===== config.mk =====
export PLATFORM = sky130hd
export DESIGN_NAME = eix_top
export DESIGN_NICKNAME = d
export VERILOG_FILES = /design/src/hw/eix_pkg.sv /design/src/hw/eix_index_qual.sv /design/src/hw/eix_top.sv
export SDC_FILE = /design/constraint.sdc
export NUM_CORES = 1
export LEC_CHECK = 0
export BUFFER_PORTS_ARGS = -buffer_cell sky130_fd_sc_hd__buf_4
export CAP_MARGIN = 20
export CORE_AREA = 2 2 178 197
export CTS_BUF_LIST = sky130_fd_sc_hd__clkbuf_2 sky130_fd_sc_hd__clkbuf_4 sky130_fd_sc_hd__clkbuf_8
export DETAILED_ROUTE_END_ITERATION = 8
export DIE_AREA = 0 0 180 199
export SLEW_MARGIN = 20
export SYNTH_ARGS = -nofsm -noshare
export SYNTH_HDL_FRONTEND = slang
export SYNTH_SLANG_ARGS = --single-unit

===== constraint.sdc =====
create_clock -name pclk -period 6.9 [get_ports pclk]
set_clock_uncertainty 0.05 [all_clocks]
set_input_delay 0.69 -clock pclk [delete_from_list [all_inputs] [get_ports pclk]]
set_output_delay 0.69 -clock pclk [all_outputs]
set_load 0.01 [all_outputs]

===== src/hw/eix_pkg.sv =====
// Constants, field layout and register map of the encoder index event block
package eix_pkg;

  // ==========================================================================
  // Bus shape
  localparam int unsigned APB_AW = 8;         // Byte address width
  localparam int unsigned APB_DW = 32;        // Data width

  // ==========================================================================
  // Register indices; byte address is four times the index
  localparam logic [APB_AW-1:0] IDX_CFG    = 8'h07;  // encoder_input_config
  localparam logic [APB_AW-1:0] IDX_POS    = 8'h10;  // Position counter
  localparam logic [APB_AW-1:0] IDX_CAP    = 8'h11;  // Captured position
  localparam logic [APB_AW-1:0] IDX_RELOAD = 8'h12;  // Reload value
  localparam logic [APB_AW-1:0] IDX_CONST  = 8'h13;  // Encoder constant
  localparam logic [APB_AW-1:0] IDX_STAT   = 8'h14;  // Live levels and flags

  // ==========================================================================
  // Config field positions
  localparam int unsigned CFG_DECIMAL = 0;    // Constant fraction is decimal
  localparam int unsigned CFG_CLR_ON  = 1;    // Reload on index event
  localparam int unsigned CFG_CONT    = 2;    // Act on every event
  localparam int unsigned CFG_ONCE    = 3;    // Act on next event only
  localparam int unsigned CFG_POL_N   = 4;    // Index active level
  localparam int unsigned CFG_SENS_LO = 5;    // Sensitivity field, 2 bits
  localparam int unsigned CFG_POL_A   = 7;    // Required A level
  localparam int unsigned CFG_POL_B   = 8;    // Required B level
  localparam int unsigned CFG_IGN_AB  = 9;    // Ignore A and B levels
  localparam int unsigned CFG_LATCH   = 10;   // Capture position
  localparam int unsigned CFG_W       = 11;   // Implemented config bits

  // ==========================================================================
  // Reset values
  localparam logic [APB_DW-1:0] CFG_RST    = 32'h00000400;
  localparam logic [APB_DW-1:0] CONST_RST  = 32'h00010000;  // 1.0 per step
  localparam logic [APB_DW-1:0] WORD_ZERO  = 32'h00000000;

  // ==========================================================================
  // Status bit positions
  localparam int unsigned ST_A      = 0;      // Synchronised A
  localparam int unsigned ST_B      = 1;      // Synchronised B
  localparam int unsigned ST_N      = 2;      // Synchronised index
  localparam int unsigned ST_CAPPED = 3;      // Capture happened, write 1 clears

  // ==========================================================================
  // Fraction moduli of the encoder constant
  localparam logic [16:0] FRAC_MOD_BIN = 17'h10000;  // Binary: 65536
  localparam logic [16:0] FRAC_MOD_DEC = 17'h02710;  // Decimal: 10000

  // ==========================================================================
  // Index sensitivity modes
  typedef enum logic [1:0] {
    SENS_LEVEL  = 2'b00,
    SENS_ACT    = 2'b01,
    SENS_INACT  = 2'b10,
    SENS_BOTH   = 2'b11
  } eix_sens_t;

endpackage


===== src/hw/eix_index_qual.sv =====
// Input synchroniser and index event qualifier
`timescale 1ns/1ps
module eix_index_qual (
  input  wire logic             pclk,
  input  wire logic             presetn,
  input  wire logic             enc_a,
  input  wire logic             enc_b,
  input  wire logic             enc_n,
  input  wire logic             pol_n,
  input  wire eix_pkg::eix_sens_t sens,
  input  wire logic             pol_a,
  input  wire logic             pol_b,
  input  wire logic             ign_ab,
  output logic                  a_sync,
  output logic                  b_sync,
  output logic                  n_sync,
  output logic                  idx_evt
);
  import eix_pkg::*;

  logic [2:0] meta_q;     // First stage, read only by second
  logic [2:0] sync_q;     // Second stage: {n, b, a}
  logic       n_prev_q;   // Index one cycle earlier
  logic       act_now;    // Index at active level
  logic       act_prev;   // Index was at active level
  logic       ab_ok;      // A and B levels allow the event

  // ==========================================================================
  // Two-flop synchronisers for pins
  always_ff @(posedge pclk or negedge presetn) begin
    if (!presetn) begin
      meta_q   <= 3'h0;
      sync_q   <= 3'h0;
      n_prev_q <= 1'b0;
    end else begin
      meta_q   <= {enc_n, enc_b, enc_a};
      sync_q   <= meta_q;
      n_prev_q <= sync_q[2];
    end
  end

  assign a_sync = sync_q[0];
  assign b_sync = sync_q[1];
  assign n_sync = sync_q[2];

  // ==========================================================================
  // Qualification
  // Polarity folded in first so every mode sees a plain active flag
  assign act_now  = (sync_q[2] == pol_n);
  assign act_prev = (n_prev_q == pol_n);
  // A/B gate; bypassed entirely when ignore bit is set
  assign ab_ok    = ign_ab | ((sync_q[0] == pol_a) & (sync_q[1] == pol_b));

  // Edge modes compare successive samples, so each event lasts one cycle
  always_comb begin
    case (sens)
      SENS_LEVEL: idx_evt = act_now & ab_ok;
      SENS_ACT:   idx_evt = act_now & ~act_prev & ab_ok;
      SENS_INACT: idx_evt = ~act_now & act_prev & ab_ok;
      default:    idx_evt = (act_now ^ act_prev) & ab_ok;
    endcase
  end
endmodule


===== src/hw/eix_top.sv =====
// Encoder index event block: APB registers, position counter, reload and capture
`timescale 1ns/1ps
module eix_top (
  input  wire logic                        pclk,
  input  wire logic                        presetn,
  input  wire logic                        psel,
  input  wire logic                        penable,
  input  wire logic                        pwrite,
  input  wire logic [eix_pkg::APB_AW-1:0]  paddr,
  input  wire logic [eix_pkg::APB_DW-1:0]  pwdata,
  input  wire logic [3:0]                  pstrb,
  output logic      [eix_pkg::APB_DW-1:0]  prdata,
  output logic                             pready,
  output logic                             pslverr,
  input  wire logic                        enc_a,
  input  wire logic                        enc_b,
  input  wire logic                        enc_n,
  output logic                             index_event,
  output logic      [eix_pkg::APB_DW-1:0]  enc_pos
);
  import eix_pkg::*;

  // ==========================================================================
  // Declarations
  logic [CFG_W-1:0]   cfg_q;        // Index configuration
  logic [APB_DW-1:0]  pos_q;        // Position integer part
  logic [15:0]        frac_q;       // Position fraction part
  logic [APB_DW-1:0]  cap_q;        // Captured position
  logic [APB_DW-1:0]  reload_q;     // Value loaded on index event
  logic [APB_DW-1:0]  const_q;      // Encoder constant, int.frac
  logic               capped_q;     // Sticky capture flag
  logic [APB_DW-1:0]  prdata_q;     // Read data, loaded in setup
  logic               perr_q;       // Unmapped address seen in setup
  logic               a_s;          // Synchronised A
  logic               b_s;          // Synchronised B
  logic               n_s;          // Synchronised index
  logic               a_prev_q;     // A one cycle earlier
  logic               b_prev_q;     // B one cycle earlier
  logic               idx_evt;      // Qualified index event
  logic               setup;        // APB setup phase
  logic               access;       // APB access phase
  logic [APB_DW-1:0]  wmerged;      // Write data merged with target
  logic               wr_cfg;       // Write strobes per register
  logic               wr_pos;
  logic               wr_reload;
  logic               wr_const;
  logic               wr_stat;
  logic               act;          // Event that clears or captures
  logic               do_reload;    // Reload position now
  logic               do_capture;   // Capture position now
  logic               once_done;    // One-shot request used up
  logic [1:0]         step;         // {step, up} from quadrature
  logic [16:0]        fmod;         // Fraction modulus in force
  logic [16:0]        fsum;         // Fraction sum, forward
  logic               carry;        // Fraction overflow, forward
  logic               borrow;       // Fraction underflow, backward
  logic [15:0]        frac_up;      // Next fraction, forward
  logic [15:0]        frac_dn;      // Next fraction, backward
  logic [APB_DW-1:0]  pos_up;       // Next position, forward
  logic [APB_DW-1:0]  pos_dn;       // Next position, backward

  // ==========================================================================
  // Functions
  // Register index to byte address
  function automatic logic [APB_AW-1:0] byte_addr(input logic [APB_AW-1:0] idx);
    byte_addr = APB_AW'({idx, 2'b00});
  endfunction

  // Decode: is this a mapped register
  function automatic logic addr_hit(input logic [APB_AW-1:0] a);
    if (a == byte_addr(IDX_CFG)) begin
      addr_hit = 1'b1;
    end else if (a == byte_addr(IDX_POS)) begin
      addr_hit = 1'b1;
    end else if (a == byte_addr(IDX_CAP)) begin
      addr_hit = 1'b1;
    end else if (a == byte_addr(IDX_RELOAD)) begin
      addr_hit = 1'b1;
    end else if (a == byte_addr(IDX_CONST)) begin
      addr_hit = 1'b1;
    end else if (a == byte_addr(IDX_STAT)) begin
      addr_hit = 1'b1;
    end else begin
      addr_hit = 1'b0;
    end
  endfunction

  // Byte-lane merge of write data into an old word
  function automatic logic [APB_DW-1:0] lane_merge(input logic [APB_DW-1:0] old_w,
                                                   input logic [APB_DW-1:0] new_w,
                                                   input logic [3:0]        strb);
    lane_merge = old_w;
    for (int i = 0; i < 4; i++) begin
      if (strb[i]) begin
        lane_merge[8*i +: 8] = new_w[8*i +: 8];
      end
    end
  endfunction

  // Quadrature decode: returns {step, up}; illegal double jumps are dropped
  function automatic logic [1:0] quad(input logic pa, input logic pb, input logic ca, input logic cb);
    case ({pa, pb, ca, cb})
      4'b0001, 4'b0111, 4'b1110, 4'b1000: quad = 2'b11;
      4'b0010, 4'b1011, 4'b1101, 4'b0100: quad = 2'b10;
      default:                            quad = 2'b00;
    endcase
  endfunction

  // ==========================================================================
  // Synchroniser and index qualifier
  eix_index_qual u_qual (
    .pclk    (pclk),
    .presetn (presetn),
    .enc_a   (enc_a),
    .enc_b   (enc_b),
    .enc_n   (enc_n),
    .pol_n   (cfg_q[CFG_POL_N]),
    .sens    (eix_sens_t'(cfg_q[CFG_SENS_LO +: 2])),
    .pol_a   (cfg_q[CFG_POL_A]),
    .pol_b   (cfg_q[CFG_POL_B]),
    .ign_ab  (cfg_q[CFG_IGN_AB]),
    .a_sync  (a_s),
    .b_sync  (b_s),
    .n_sync  (n_s),
    .idx_evt (idx_evt)
  );

  assign index_event = idx_evt;
  assign enc_pos     = pos_q;

  // ==========================================================================
  // APB slave
  // Zero wait states; read data is captured in setup so it comes from flops
  assign setup   = psel & ~penable;
  assign access  = psel & penable;
  assign pready  = 1'b1;
  assign pslverr = access & perr_q;
  assign prdata  = prdata_q;

  // Write strobes, only in the completing access cycle
  assign wr_cfg    = access & pwrite & (paddr == byte_addr(IDX_CFG));
  assign wr_pos    = access & pwrite & (paddr == byte_addr(IDX_POS));
  assign wr_reload = access & pwrite & (paddr == byte_addr(IDX_RELOAD));
  assign wr_const  = access & pwrite & (paddr == byte_addr(IDX_CONST));
  assign wr_stat   = access & pwrite & (paddr == byte_addr(IDX_STAT));

  // Merge source picked by address so partial writes keep other lanes
  always_comb begin
    if (paddr == byte_addr(IDX_CFG)) begin
      wmerged = lane_merge(APB_DW'(cfg_q), pwdata, pstrb);
    end else if (paddr == byte_addr(IDX_POS)) begin
      wmerged = lane_merge(pos_q, pwdata, pstrb);
    end else if (paddr == byte_addr(IDX_RELOAD)) begin
      wmerged = lane_merge(reload_q, pwdata, pstrb);
    end else if (paddr == byte_addr(IDX_CONST)) begin
      wmerged = lane_merge(const_q, pwdata, pstrb);
    end else begin
      wmerged = lane_merge(WORD_ZERO, pwdata, pstrb);
    end
  end

  // Read mux and error flag, loaded at setup
  always_ff @(posedge pclk or negedge presetn) begin
    if (!presetn) begin
      prdata_q <= WORD_ZERO;
      perr_q   <= 1'b0;
    end else if (setup) begin
      perr_q <= ~addr_hit(paddr);
      if (pwrite) begin
        prdata_q <= WORD_ZERO;
      end else if (paddr == byte_addr(IDX_CFG)) begin
        prdata_q <= APB_DW'(cfg_q);      // Upper bits read zero
      end else if (paddr == byte_addr(IDX_POS)) begin
        prdata_q <= pos_q;
      end else if (paddr == byte_addr(IDX_CAP)) begin
        prdata_q <= cap_q;
      end else if (paddr == byte_addr(IDX_RELOAD)) begin
        prdata_q <= reload_q;
      end else if (paddr == byte_addr(IDX_CONST)) begin
        prdata_q <= const_q;
      end else if (paddr == byte_addr(IDX_STAT)) begin
        prdata_q <= {28'h0000000, capped_q, n_s, b_s, a_s};
      end else begin
        prdata_q <= WORD_ZERO;           // Unmapped reads zero
      end
    end
  end

  // ==========================================================================
  // Index action decode
  // Clear and capture fire only when an every-event or next-event mode is armed
  assign act        = idx_evt & (cfg_q[CFG_CONT] | cfg_q[CFG_ONCE]);
  assign do_reload  = act & cfg_q[CFG_CLR_ON];
  assign do_capture = act & cfg_q[CFG_LATCH];
  assign once_done  = idx_evt & cfg_q[CFG_ONCE];

  // ==========================================================================
  // Configuration register
  // A software write in the same cycle wins over the one-shot self-clear,
  // so a re-arm is never lost
  always_ff @(posedge pclk or negedge presetn) begin
    if (!presetn) begin
      cfg_q <= CFG_RST[CFG_W-1:0];
    end else if (wr_cfg) begin
      cfg_q <= wmerged[CFG_W-1:0];
    end else if (once_done) begin
      cfg_q[CFG_ONCE] <= 1'b0;
    end
  end

  // Reload value and encoder constant
  always_ff @(posedge pclk or negedge presetn) begin
    if (!presetn) begin
      reload_q <= WORD_ZERO;
      const_q  <= CONST_RST;
    end else begin
      if (wr_reload) begin
        reload_q <= wmerged;
      end
      if (wr_const) begin
        const_q <= wmerged;
      end
    end
  end

  // ==========================================================================
  // Quadrature step and constant arithmetic
  always_ff @(posedge pclk or negedge presetn) begin
    if (!presetn) begin
      a_prev_q <= 1'b0;
      b_prev_q <= 1'b0;
    end else begin
      a_prev_q <= a_s;
      b_prev_q <= b_s;
    end
  end

  assign step = quad(a_prev_q, b_prev_q, a_s, b_s);

  // Decimal mode wraps the fraction at 10000; software must keep it below that
  assign fmod    = cfg_q[CFG_DECIMAL] ? FRAC_MOD_DEC : FRAC_MOD_BIN;
  assign fsum    = {1'b0, frac_q} + {1'b0, const_q[15:0]};
  assign carry   = (fsum >= fmod);
  assign borrow  = (frac_q < const_q[15:0]);
  assign frac_up = carry ? 16'(fsum - fmod) : fsum[15:0];
  assign frac_dn = borrow ? 16'(({1'b0, frac_q} + fmod) - {1'b0, const_q[15:0]})
                          : 16'(frac_q - const_q[15:0]);
  assign pos_up  = pos_q + {16'h0000, const_q[31:16]} + {31'h00000000, carry};
  assign pos_dn  = pos_q - {16'h0000, const_q[31:16]} - {31'h00000000, borrow};

  // ==========================================================================
  // Position counter
  // Index reload beats a software write, which beats counting
  always_ff @(posedge pclk or negedge presetn) begin
    if (!presetn) begin
      pos_q  <= WORD_ZERO;
      frac_q <= 16'h0000;
    end else if (do_reload) begin
      pos_q  <= reload_q;
      frac_q <= 16'h0000;
    end else if (wr_pos) begin
      pos_q  <= wmerged;
      frac_q <= 16'h0000;
    end else if (step[1] && step[0]) begin
      pos_q  <= pos_up;
      frac_q <= frac_up;
    end else if (step[1]) begin
      pos_q  <= pos_dn;
      frac_q <= frac_dn;
    end
  end

  // ==========================================================================
  // Capture register and sticky flag
  // Capture takes the position before any same-cycle reload
  always_ff @(posedge pclk or negedge presetn) begin
    if (!presetn) begin
      cap_q <= WORD_ZERO;
    end else if (do_capture) begin
      cap_q <= pos_q;
    end
  end

  // A new capture wins over a write-one clear in the same cycle
  always_ff @(posedge pclk or negedge presetn) begin
    if (!presetn) begin
      capped_q <= 1'b0;
    end else if (do_capture) begin
      capped_q <= 1'b1;
    end else if (wr_stat && wmerged[ST_CAPPED]) begin
      capped_q <= 1'b0;
    end
  end
endmodule


# == Word level (Yosys, flattened, before mapping) ==
# Memory sizes are Yosys's and may differ from the RTL's.
# Cells that the tools add are included.
# classes
eq_ne,12
muxes,52
magnitude_cmp,2
n_reduce_logical,6
bitwise_logic,27
add_sub_neg,9
# op_table
cell,count
$mux 32,14
$mux 8,18
$mux 16,6
$sub 16x16->16,3
$eq 8x7->1 const B,5
$add 32x1->32,1
$add 32x16->32,1
$sub 32x1->32,1
$sub 32x16->32,1
$and 1x1->1,20
$add 16x16->17,1
$ge 17x17->1,1
$mux 17,1
$add 16x16->16,1
$lt 16x16->1,1
$mux 1,11
$eq 8x5->1 const B,1
$eq 1x1->1,4
$mux 4,1
$not 1->1,4
$reduce_bool 2->1,2
$reduce_bool 4->1,1
$pmux 1 s3,1
$eq 2x1->1 const B,1
5 further kinds,7
# totals
output_inout_bits,67
romBits,32
reg_bits,198
n_memories,1
wordCells,124
input_bits,52
# mem_list
name,depth,word_bits,read_ports,rd_clocked_by_memory_dff,wr,line,rtl
(no name shown),16,2,1,0,0,eix_top.sv:102,"case ({pa, pb, ca, cb})"

# == Longest topological paths before layout ==
# Gate-level depths: netlist of run 1.
# logic_depth
depth_word,9
depth_mapped,31
mapped_depth_nobuf,30

# == Cells and area by module ==
# From an unflattened synthesis of run 1, not the netlist that was laid out.
# unflattened
cells_unflattened,1910
hier_area_um2,15493.6
# by_module_without_submodules
mod,cells_per_inst,instances,area_per_inst_um2,seq_area_each_um2
eix_top,1889,1,15212.1,4782.1
eix_index_qual,21,1,281.5,175.2

# == Worst setup path after synthesis of run 1 ==
# No wires, ideal clock.
# synth_path
path_type,register -> register
startpoint,reg frac_q[0]
endpoint,"reg pos_q[26], in the netlist enc_pos[26]"
path_stages_with_launch,28
arrival_ns,5.982
required_ns,6.729
path_slack_ns,0.748
synth_period_minus_slack_ns,6.152
path_cell_list,dfrtp_1 > inv_1 > ha_1 > inv_1 > fa_1 > nand4_1 > a311o_1 > a311oi_1 > o21a_1 > o31ai_1 > nor2b_1 > buf_2 > clkinv_1 > fa_1 > inv_1 > ha_1 > or2_2 > fa_1 > nand2b_1 > a2111oi_0 > o311a_1 > o21ai_1 > a41oi_1 > o211ai_1 > nor3b_1 > a31oi_1 > a21o_1 > a22o_1
# synth_between
elab_chain_len,6
# synth_rtl
item,line,rtl
start: declaration,eix_top.sv:27,logic [15:0] frac_q;
start signal: assignment,eix_top.sv:266,frac_q <= frac_up;
start signal: assignment,eix_top.sv:269,frac_q <= frac_dn;
$add 16x16->17 or $lt 16x16->1 (tied branches),"eix_top.sv:242, eix_top.sv:244",
$ge 17x17->1 or $sub 32x1->32 (tied branches),"eix_top.sv:243, eix_top.sv:249",
$add 32x1->32 or $mux 32 (tied branches),"eix_top.sv:248, eix_top.sv:267",
$mux 32 *,eix_top.sv:264,end else if (step[1] && step[0]) begin
$mux 32 *,eix_top.sv:261,end else if (wr_pos) begin
$mux 32 *,eix_top.sv:258,end else if (do_reload) begin
end signal: assignment,eix_top.sv:259,pos_q <= reload_q;
end signal: assignment,eix_top.sv:262,pos_q <= wmerged;
end signal: assignment,eix_top.sv:265,pos_q <= pos_up;
end: declaration,eix_top.sv:26,logic [APB_DW-1:0] pos_q;
# Mark *: on every way between the ends. The rest lies on a longest branch, timed or not. The select of a mux whose other input is x is not followed.
# A chain may end at the register's enable or synchronous reset.

# == Worst setup path in the final report of run 1 ==
# Ends and elaborated chain as after synthesis.

==> results of run 1 <==
## layout make-up
cell class                 instances  area [um^2]
timing repair buffer             164         1240
tap                              438          548
sequential                       198         4960
inverter                         136          515
clock inverter                    11          153
multi-input combinational       1309         9340
clock buffer                      21          289
fill                            3248        16800
## metrics by stage
stage / total power (W) / util
2_1_floorplan: 0.00348 / -
6_report: 0.00527 / 0.503
3_5_place_dp: 0.00435 / 0.488
5_1_grt: 0.00566 / 0.503
3_3_place_gp: 0.00435 / 0.488
4_1_cts: 0.00523 / 0.501
## kinds of logic (layout without fill, tap and decap cells)
family	count (synthesis)	count (layout)
mux	64	64
buf+inv	229	332
simple gates	468	468
xor+xnor	71	71
flops	198	198
fa+ha+maj	123	123
other cells	1	1
compound gates	582	582
## per-layer routing
layer / global-route usage / routed length (um) / vias up
met1: 0.372 / 22000 / 6833
met5: 0 / 0 / -
met4: 0.165 / 3020 / 0
met2: 0.501 / 25700 / 528
met3: 0.0368 / 2950 / 120
li1: - / - / 6466
## worst reg2reg max path, cell delays in order, from the launching register on
cell and delay (ns):
dfrtp_1 0.41, inv_1 0.06, ha_1 0.15, inv_1 0.06, fa_1 0.44, nand4_1 0.16
a311o_1 0.30, a311oi_1 0.17, o21a_1 0.25, o31ai_2 0.29, nor2b_1 0.22, clkinv_1 0.20
fa_1 0.55, inv_1 0.05, ha_1 0.17, or2_2 0.30, fa_1 0.37, nand2b_1 0.16
a2111oi_0 0.40, buf_4 0.18, o311a_1 0.20, o21ai_1 0.13, a41oi_2 0.26, o211ai_1 0.17
nor3b_1 0.23, a31oi_1 0.08, a21o_1 0.20, a22o_1 0.22
## state kept, by name (all words and copies together), names as in the netlist
| register | flops |
|---|---|
| prdata | 32 |
| const_q | 32 |
| capped_q | 1 |
| cfg_q | 11 |
| a_prev_q | 1 |
| perr_q | 1 |
| u_qual.meta_q | 3 |
| enc_pos | 32 |
| u_qual.n_prev_q | 1 |
| reload_q | 32 |
| frac_q | 16 |
| cap_q | 32 |
| b_prev_q | 1 |
| u_qual.sync_q | 3 |
## power groups by stage
| stage | registers (W) | clock network, W | logic, W |
|---|---|---|---|
| floorplan | 0.00144 | 0 | 0.00204 |
| global placement | 0.00151 | 0 | 0.00285 |
| detailed placement | 0.00151 | 0 | 0.00284 |
| CTS | 0.00149 | 0.000881 | 0.00286 |
| global route | 0.00151 | 0.000929 | 0.00322 |
| finish | 0.00149 | 0.000876 | 0.00290 |
## repair_timing
| action | CTS | global route |
|---|---|---|
| endpoints found under the setup margin | 0 | 15 |
| setup buffers | 0 | 1 |
| resized for setup | 0 | 13 |
## cell usage after synthesis, types with 8 or more instances
cell type,instances,area share
a211oi_1,21,0.010
a21boi_0,9,0.0045
a21o_1,29,0.014
a21oi_1,118,0.039
a221o_1,33,0.022
a22o_1,10,0.0058
a31oi_1,12,0.0050
a32o_1,16,0.011
a32oi_1,23,0.013
and3_1,15,0.0062
buf_1,8,0.0020
buf_2,10,0.0033
clkbuf_1,72,0.018
dfrtp_1,196,0.33
fa_1,18,0.024
ha_1,105,0.087
inv_1,134,0.033
mux2_2,55,0.041
mux2i_1,9,0.0060
nand2_1,176,0.044
nand2b_1,14,0.0058
nand3_1,31,0.010
nor2_1,117,0.029
nor2b_1,9,0.0037
nor3_1,30,0.010
o211ai_1,34,0.017
o21ai_0,142,0.047
o21bai_1,15,0.0075
o22ai_1,9,0.0037
o2bb2ai_1,8,0.0047
o31ai_1,27,0.013
or2_2,20,0.0083
or3_1,10,0.0042
xnor2_1,46,0.027
xor2_1,24,0.014
## final timing paths
path,start,endpoint,cells after the start
setup / recovery,frac_q[0],enc_pos[26],27
hold / removal,presetn,prdata[1],1
setup reg to reg,frac_q[0],enc_pos[26],27
hold reg to reg,u_qual.meta_q[2],u_qual.sync_q[2],0
max in group asynchronous,presetn,frac_q[6],2
min in group pclk,enc_a,u_qual.meta_q[0],1
==> flow_summary.json, run 1 <==
{
  "grt_max_degree": 114,
  "ctsHoldBuffers": 0,
  "wl_per_cell_um": 23.5,
  "internal-power_w": 0.00285,
  "syn_nets": 1911,
  "worst_hold_slack_ns": 0.205,
  "portBuffers": 117,
  "synth_xor_area_frac": 0.0426,
  "drcViolationCount": 0,
  "p_clk_frac": 0.166,
  "drive_above_1_share": 0.169,
  "synth-seq-area-share": 0.329,
  "numCtsBuffers": 17,
  "drt_wl_total_um": 53600,
  "cts_sinks": 198,
  "fmax_mhz": 152,
  "r2r_slack_ns": 0.33,
  "synth_adder_area_share": 0.111,
  "cp.arrival_ns": 6.93,
  "dp_hpwl_um": 39800,
  "avgViaCountPerCell": 6.13,
  "comb_power_share": 0.550,
  "crit_path_end_kind": "flop",
  "synth-simple-area-share": 0.146,
  "final_cells": 2277,
  "synth_edf_count": 0,
  "row_count": 71,
  "p_leak_nw": 7.74,
  "worstPathRequired_ns": 7.26,
  "criticalPathCategory": "flop to flop",
  "hold_viol_final": 0,
  "powerDensity_nw_per_um2": 309,
  "io_pins": 119,
  "final_antenna_net_count": 0,
  "synthMuxAreaShare": 0.0471,
  "worst-path-max-fanout": 4,
  "die_y_um": 199,
  "maxCapViolCount": 0,
  "switchingPower_w": 0.00242,
  "fin_ws_ns": 0.328,
  "critPathSlowestCell": "fa_1",
  "p_sw_frac": 0.459,
  "first_iter_violations": 1210,
  "ys_ff_latch": 198,
  "start_util": 0.445,
  "period_minus_slack_ns": 6.57,
  "layout_commonest_cell": "dfrtp_1",
  "max_stage_delay_ns": 0.55,
  "cts_tree": "done",
  "hold_class": "input pin to asynchronous set/reset pin",
  "synthCells": 1736,
  "diodes": 0,
  "grt_pass1_wl_um": 81600,
  "avgSynthCellArea_um2": 8.67,
  "clk_pin_slew_ns": 0.12,
  "final_area_um2": 17000,
  "cp-start-kind": "flop",
  "post-place-ws_ns": 0.155,
  "synthesis.area_um2": 15000,
  "design.die.area_um2": 35800,
  "root_buffer": "clkbuf_8",
  "synth-async-reset-ratio": 1.00,
  "clockBufferDepth": 2,
  "gp_congestion": 0.960,
  "tns_ns": 0,
  "critPathBufInv": 5,
  "h-tree-depth": 4,
  "clkLatencyLatePin_ns": 0.53,
  "finalSetupViolations": 0,
  "ys_types": 89,
  "finalCritPeriodShare": 0.952,
  "critical_path.top_delay_family": "compound AO/OA/AOI/OAI gates",
  "ys.flop_type": "dfrtp_1",
  "place_inst": 2244,
  "maxSlewHeadroom": 0.318,
  "grt-ovfl-total": 0,
  "status": "complete, no violations",
  "seq_power_share": 0.283,
  "synth_top_family_by_area": "compound AO/OA/AOI/OAI gates",
  "final_cell_mix": "196 x dfrtp_1, 174 x nand2_1, 163 x buf_4",
  "drtPass1Iterations": 6,
  "track_usage": 0.297,
  "syn2layout_area_growth_pct": 13.2,
  "die_x_um": 180,
  "grt_pass1_vias": 13601,
  "nets": 2001,
  "grt_antenna_before_repair": 0,
  "vias": 13947,
  "worst_pin_slew_ns": 1.02,
  "finalMaxSlewViolations": 0,
  "peakVddDrop_mv": 0.175,
  "place_area_um2": 16500,
  "yosys_warnings": 0,
  "core_area_um2": 33800,
  "synth_compound_area_frac": 0.263
}
Power figures use the tool's default switching activity.
==> run 2, diff against run 1 <==
--- a/config.mk
+++ b/config.mk
@@ -7,10 +7,11 @@
 export LEC_CHECK = 0
 export BUFFER_PORTS_ARGS = -buffer_cell sky130_fd_sc_hd__buf_4
 export CAP_MARGIN = 20
-export CORE_AREA = 2 2 178 197
+export CORE_AREA = 2 2 161 179
 export CTS_BUF_LIST = sky130_fd_sc_hd__clkbuf_2 sky130_fd_sc_hd__clkbuf_4 sky130_fd_sc_hd__clkbuf_8
 export DETAILED_ROUTE_END_ITERATION = 8
-export DIE_AREA = 0 0 180 199
+export DIE_AREA = 0 0 163 181
+export PLACE_DENSITY = 0.73
 export SLEW_MARGIN = 20
 export SYNTH_ARGS = -nofsm -noshare
 export SYNTH_HDL_FRONTEND = slang
==> flow_summary.json, run 2 (synthesized netlist as in run 1, its figures left out) <==
{
  "syn2layout_area_growth_pct": 12.6,
  "clockBufferDepth": 2,
  "core_area_um2": 27600,
  "grt_pass1_vias": 13915,
  "portBuffers": 117,
  "maxSlewHeadroom": 0.257,
  "p_clk_frac": 0.168,
  "final_antenna_net_count": 0,
  "avgViaCountPerCell": 6.47,
  "p_leak_nw": 7.73,
  "hold_viol_final": 0,
  "grt_pass1_wl_um": 79900,
  "seq_power_share": 0.281,
  "dp_hpwl_um": 38200,
  "numCtsBuffers": 17,
  "nets": 2002,
  "finalSetupViolations": 0,
  "worst_pin_slew_ns": 1.11,
  "period_minus_slack_ns": 6.53,
  "fmax_mhz": 153,
  "grt_antenna_before_repair": 1,
  "max_stage_delay_ns": 0.44,
  "drt_wl_total_um": 51700,
  "criticalPathCategory": "flop to flop",
  "finalCritPeriodShare": 0.947,
  "worst-path-max-fanout": 9,
  "finalMaxSlewViolations": 0,
  "internal-power_w": 0.00283,
  "grt_max_degree": 90,
  "io_pins": 119,
  "diodes": 0,
  "drtPass1Iterations": 6,
  "p_total_w": 0.00527,
  "rsz0062_at_grt": "false",
  "drcViolationCount": 0,
  "ctsHoldBuffers": 0,
  "grt-ovfl-total": 0,
  "h-tree-depth": 4,
  "comb_power_share": 0.551,
  "crit_path_end_kind": "flop",
  "hold_class": "input pin to asynchronous set/reset pin",
  "start_util": 0.545,
  "cts_tree": "done",
  "cp-start-kind": "flop",
  "p_sw_frac": 0.463,
  "drive_above_1_share": 0.168,
  "clkLatencyLatePin_ns": 0.51,
  "crit_top_cell": "fa_1",
  "tns_ns": 0,
  "cp.arrival_ns": 6.89,
  "root_buffer": "clkbuf_8",
  "die_y_um": 181,
  "critPathSlowestCell": "fa_1",
  "gp_congestion": 0.963,
  "maxCapViolCount": 0,
  "design.die.area_um2": 29500,
  "final_cell_mix": "196 x dfrtp_1, 175 x nand2_1, 164 x buf_4",
  "peakVddDrop_mv": 0.162,
  "worstPathRequired_ns": 7.26,
  "first_iter_violations": 1383,
  "switchingPower_w": 0.00244,
  "status": "complete, no violations",
  "die_x_um": 163,
  "clk_pin_slew_ns": 0.12,
  "cts_sinks": 198,
  "layout_commonest_cell": "dfrtp_1",
  "powerDensity_nw_per_um2": 311,
  "track_usage": 0.352,
  "wl_per_cell_um": 23.5,
  "row_count": 64,
  "vias": 14247
}
## run 2: changes by cell type in the layout (fill, tap and decap cells not counted), moves of 2 or more
cell      previous run  this run
clkbuf_8            22        18
clkinv_8             1         5
ha_1               103       105
ha_2                 2         0
nand2_4              2         0
nor2_1             113       115
nor2_2               4         2
## run 2: final timing paths
check                      cells after the start  slack (ns)        startpoint                to
max                                           31        0.37        const_q[0]       enc_pos[26]
min                                            1        0.20           presetn         prdata[0]
max reg2reg                                   31        0.37        const_q[0]       enc_pos[26]
min reg2reg                                    0        0.31  u_qual.meta_q[1]  u_qual.sync_q[1]
max in group asynchronous                      2        5.25           presetn      reload_q[13]
min in group pclk                              1        0.23             enc_n  u_qual.meta_q[2]
## run 2: timing repair
action | in CTS | in global routing
resized for setup | 2 | 12
buffers inserted | 0 | 2
endpoints found under the setup margin | 3 | 12
pin swaps | 0 | 2
## run 2: per-layer routing
layer  vias to the layer above  GRT usage  wire length [um]
met5                         -          0                 0
met4                         0      0.227              3520
met3                       174     0.0611              3490
met1                      6952      0.439             20500
li1                       6469          -                 -
met2                       652      0.563             24200
## run 2: area by class of cell
| class | instances | area, um^2 |
|---|---|---|
| fill | 2424 | 10700 |
| sequential | 198 | 4960 |
| tap | 363 | 454 |
| multi-input combinational | 1309 | 9320 |
| clock inverter | 15 | 224 |
| clock buffer | 17 | 234 |
| inverter | 136 | 515 |
| timing repair buffer | 165 | 1240 |
## run 2: power groups by stage
stage | clock (W) | sequential (W) | combinational (W)
floorplan | 0 | 0.00144 | 0.00204
global placement | 0 | 0.00149 | 0.00279
detailed placement | 0 | 0.00149 | 0.00283
CTS | 0.000885 | 0.00147 | 0.00285
global route | 0.000930 | 0.00149 | 0.00320
finish | 0.000887 | 0.00148 | 0.00290
## run 2: metrics by stage
stage	instance area [um^2]	hold slack, ns	setup slack, ns	instances	util
after floorplan	15000	0.281	0.748	1736	-
after global placement	16400	0.283	0.250	2169	0.595
after detailed placement	16400	0.288	-0.00154	2169	0.595
after CTS	16900	0.212	0.121	2201	0.611
after global routing	16900	0.207	0.0272	2203	0.613
final	16900	0.200	0.369	2203	0.613
## run 2: critical path, delay by kind of cell (launching register included)
kind | cells | cell delay [ns]
AOI/OAI and AO/OA | 15 | 2.39
xor gates and xnor gates | 1 | 0.16
adders and majority gates | 5 | 1.80
buffers and inverters | 3 | 0.30
DFF | 1 | 0.42
and+or+nand+nor | 7 | 1.31
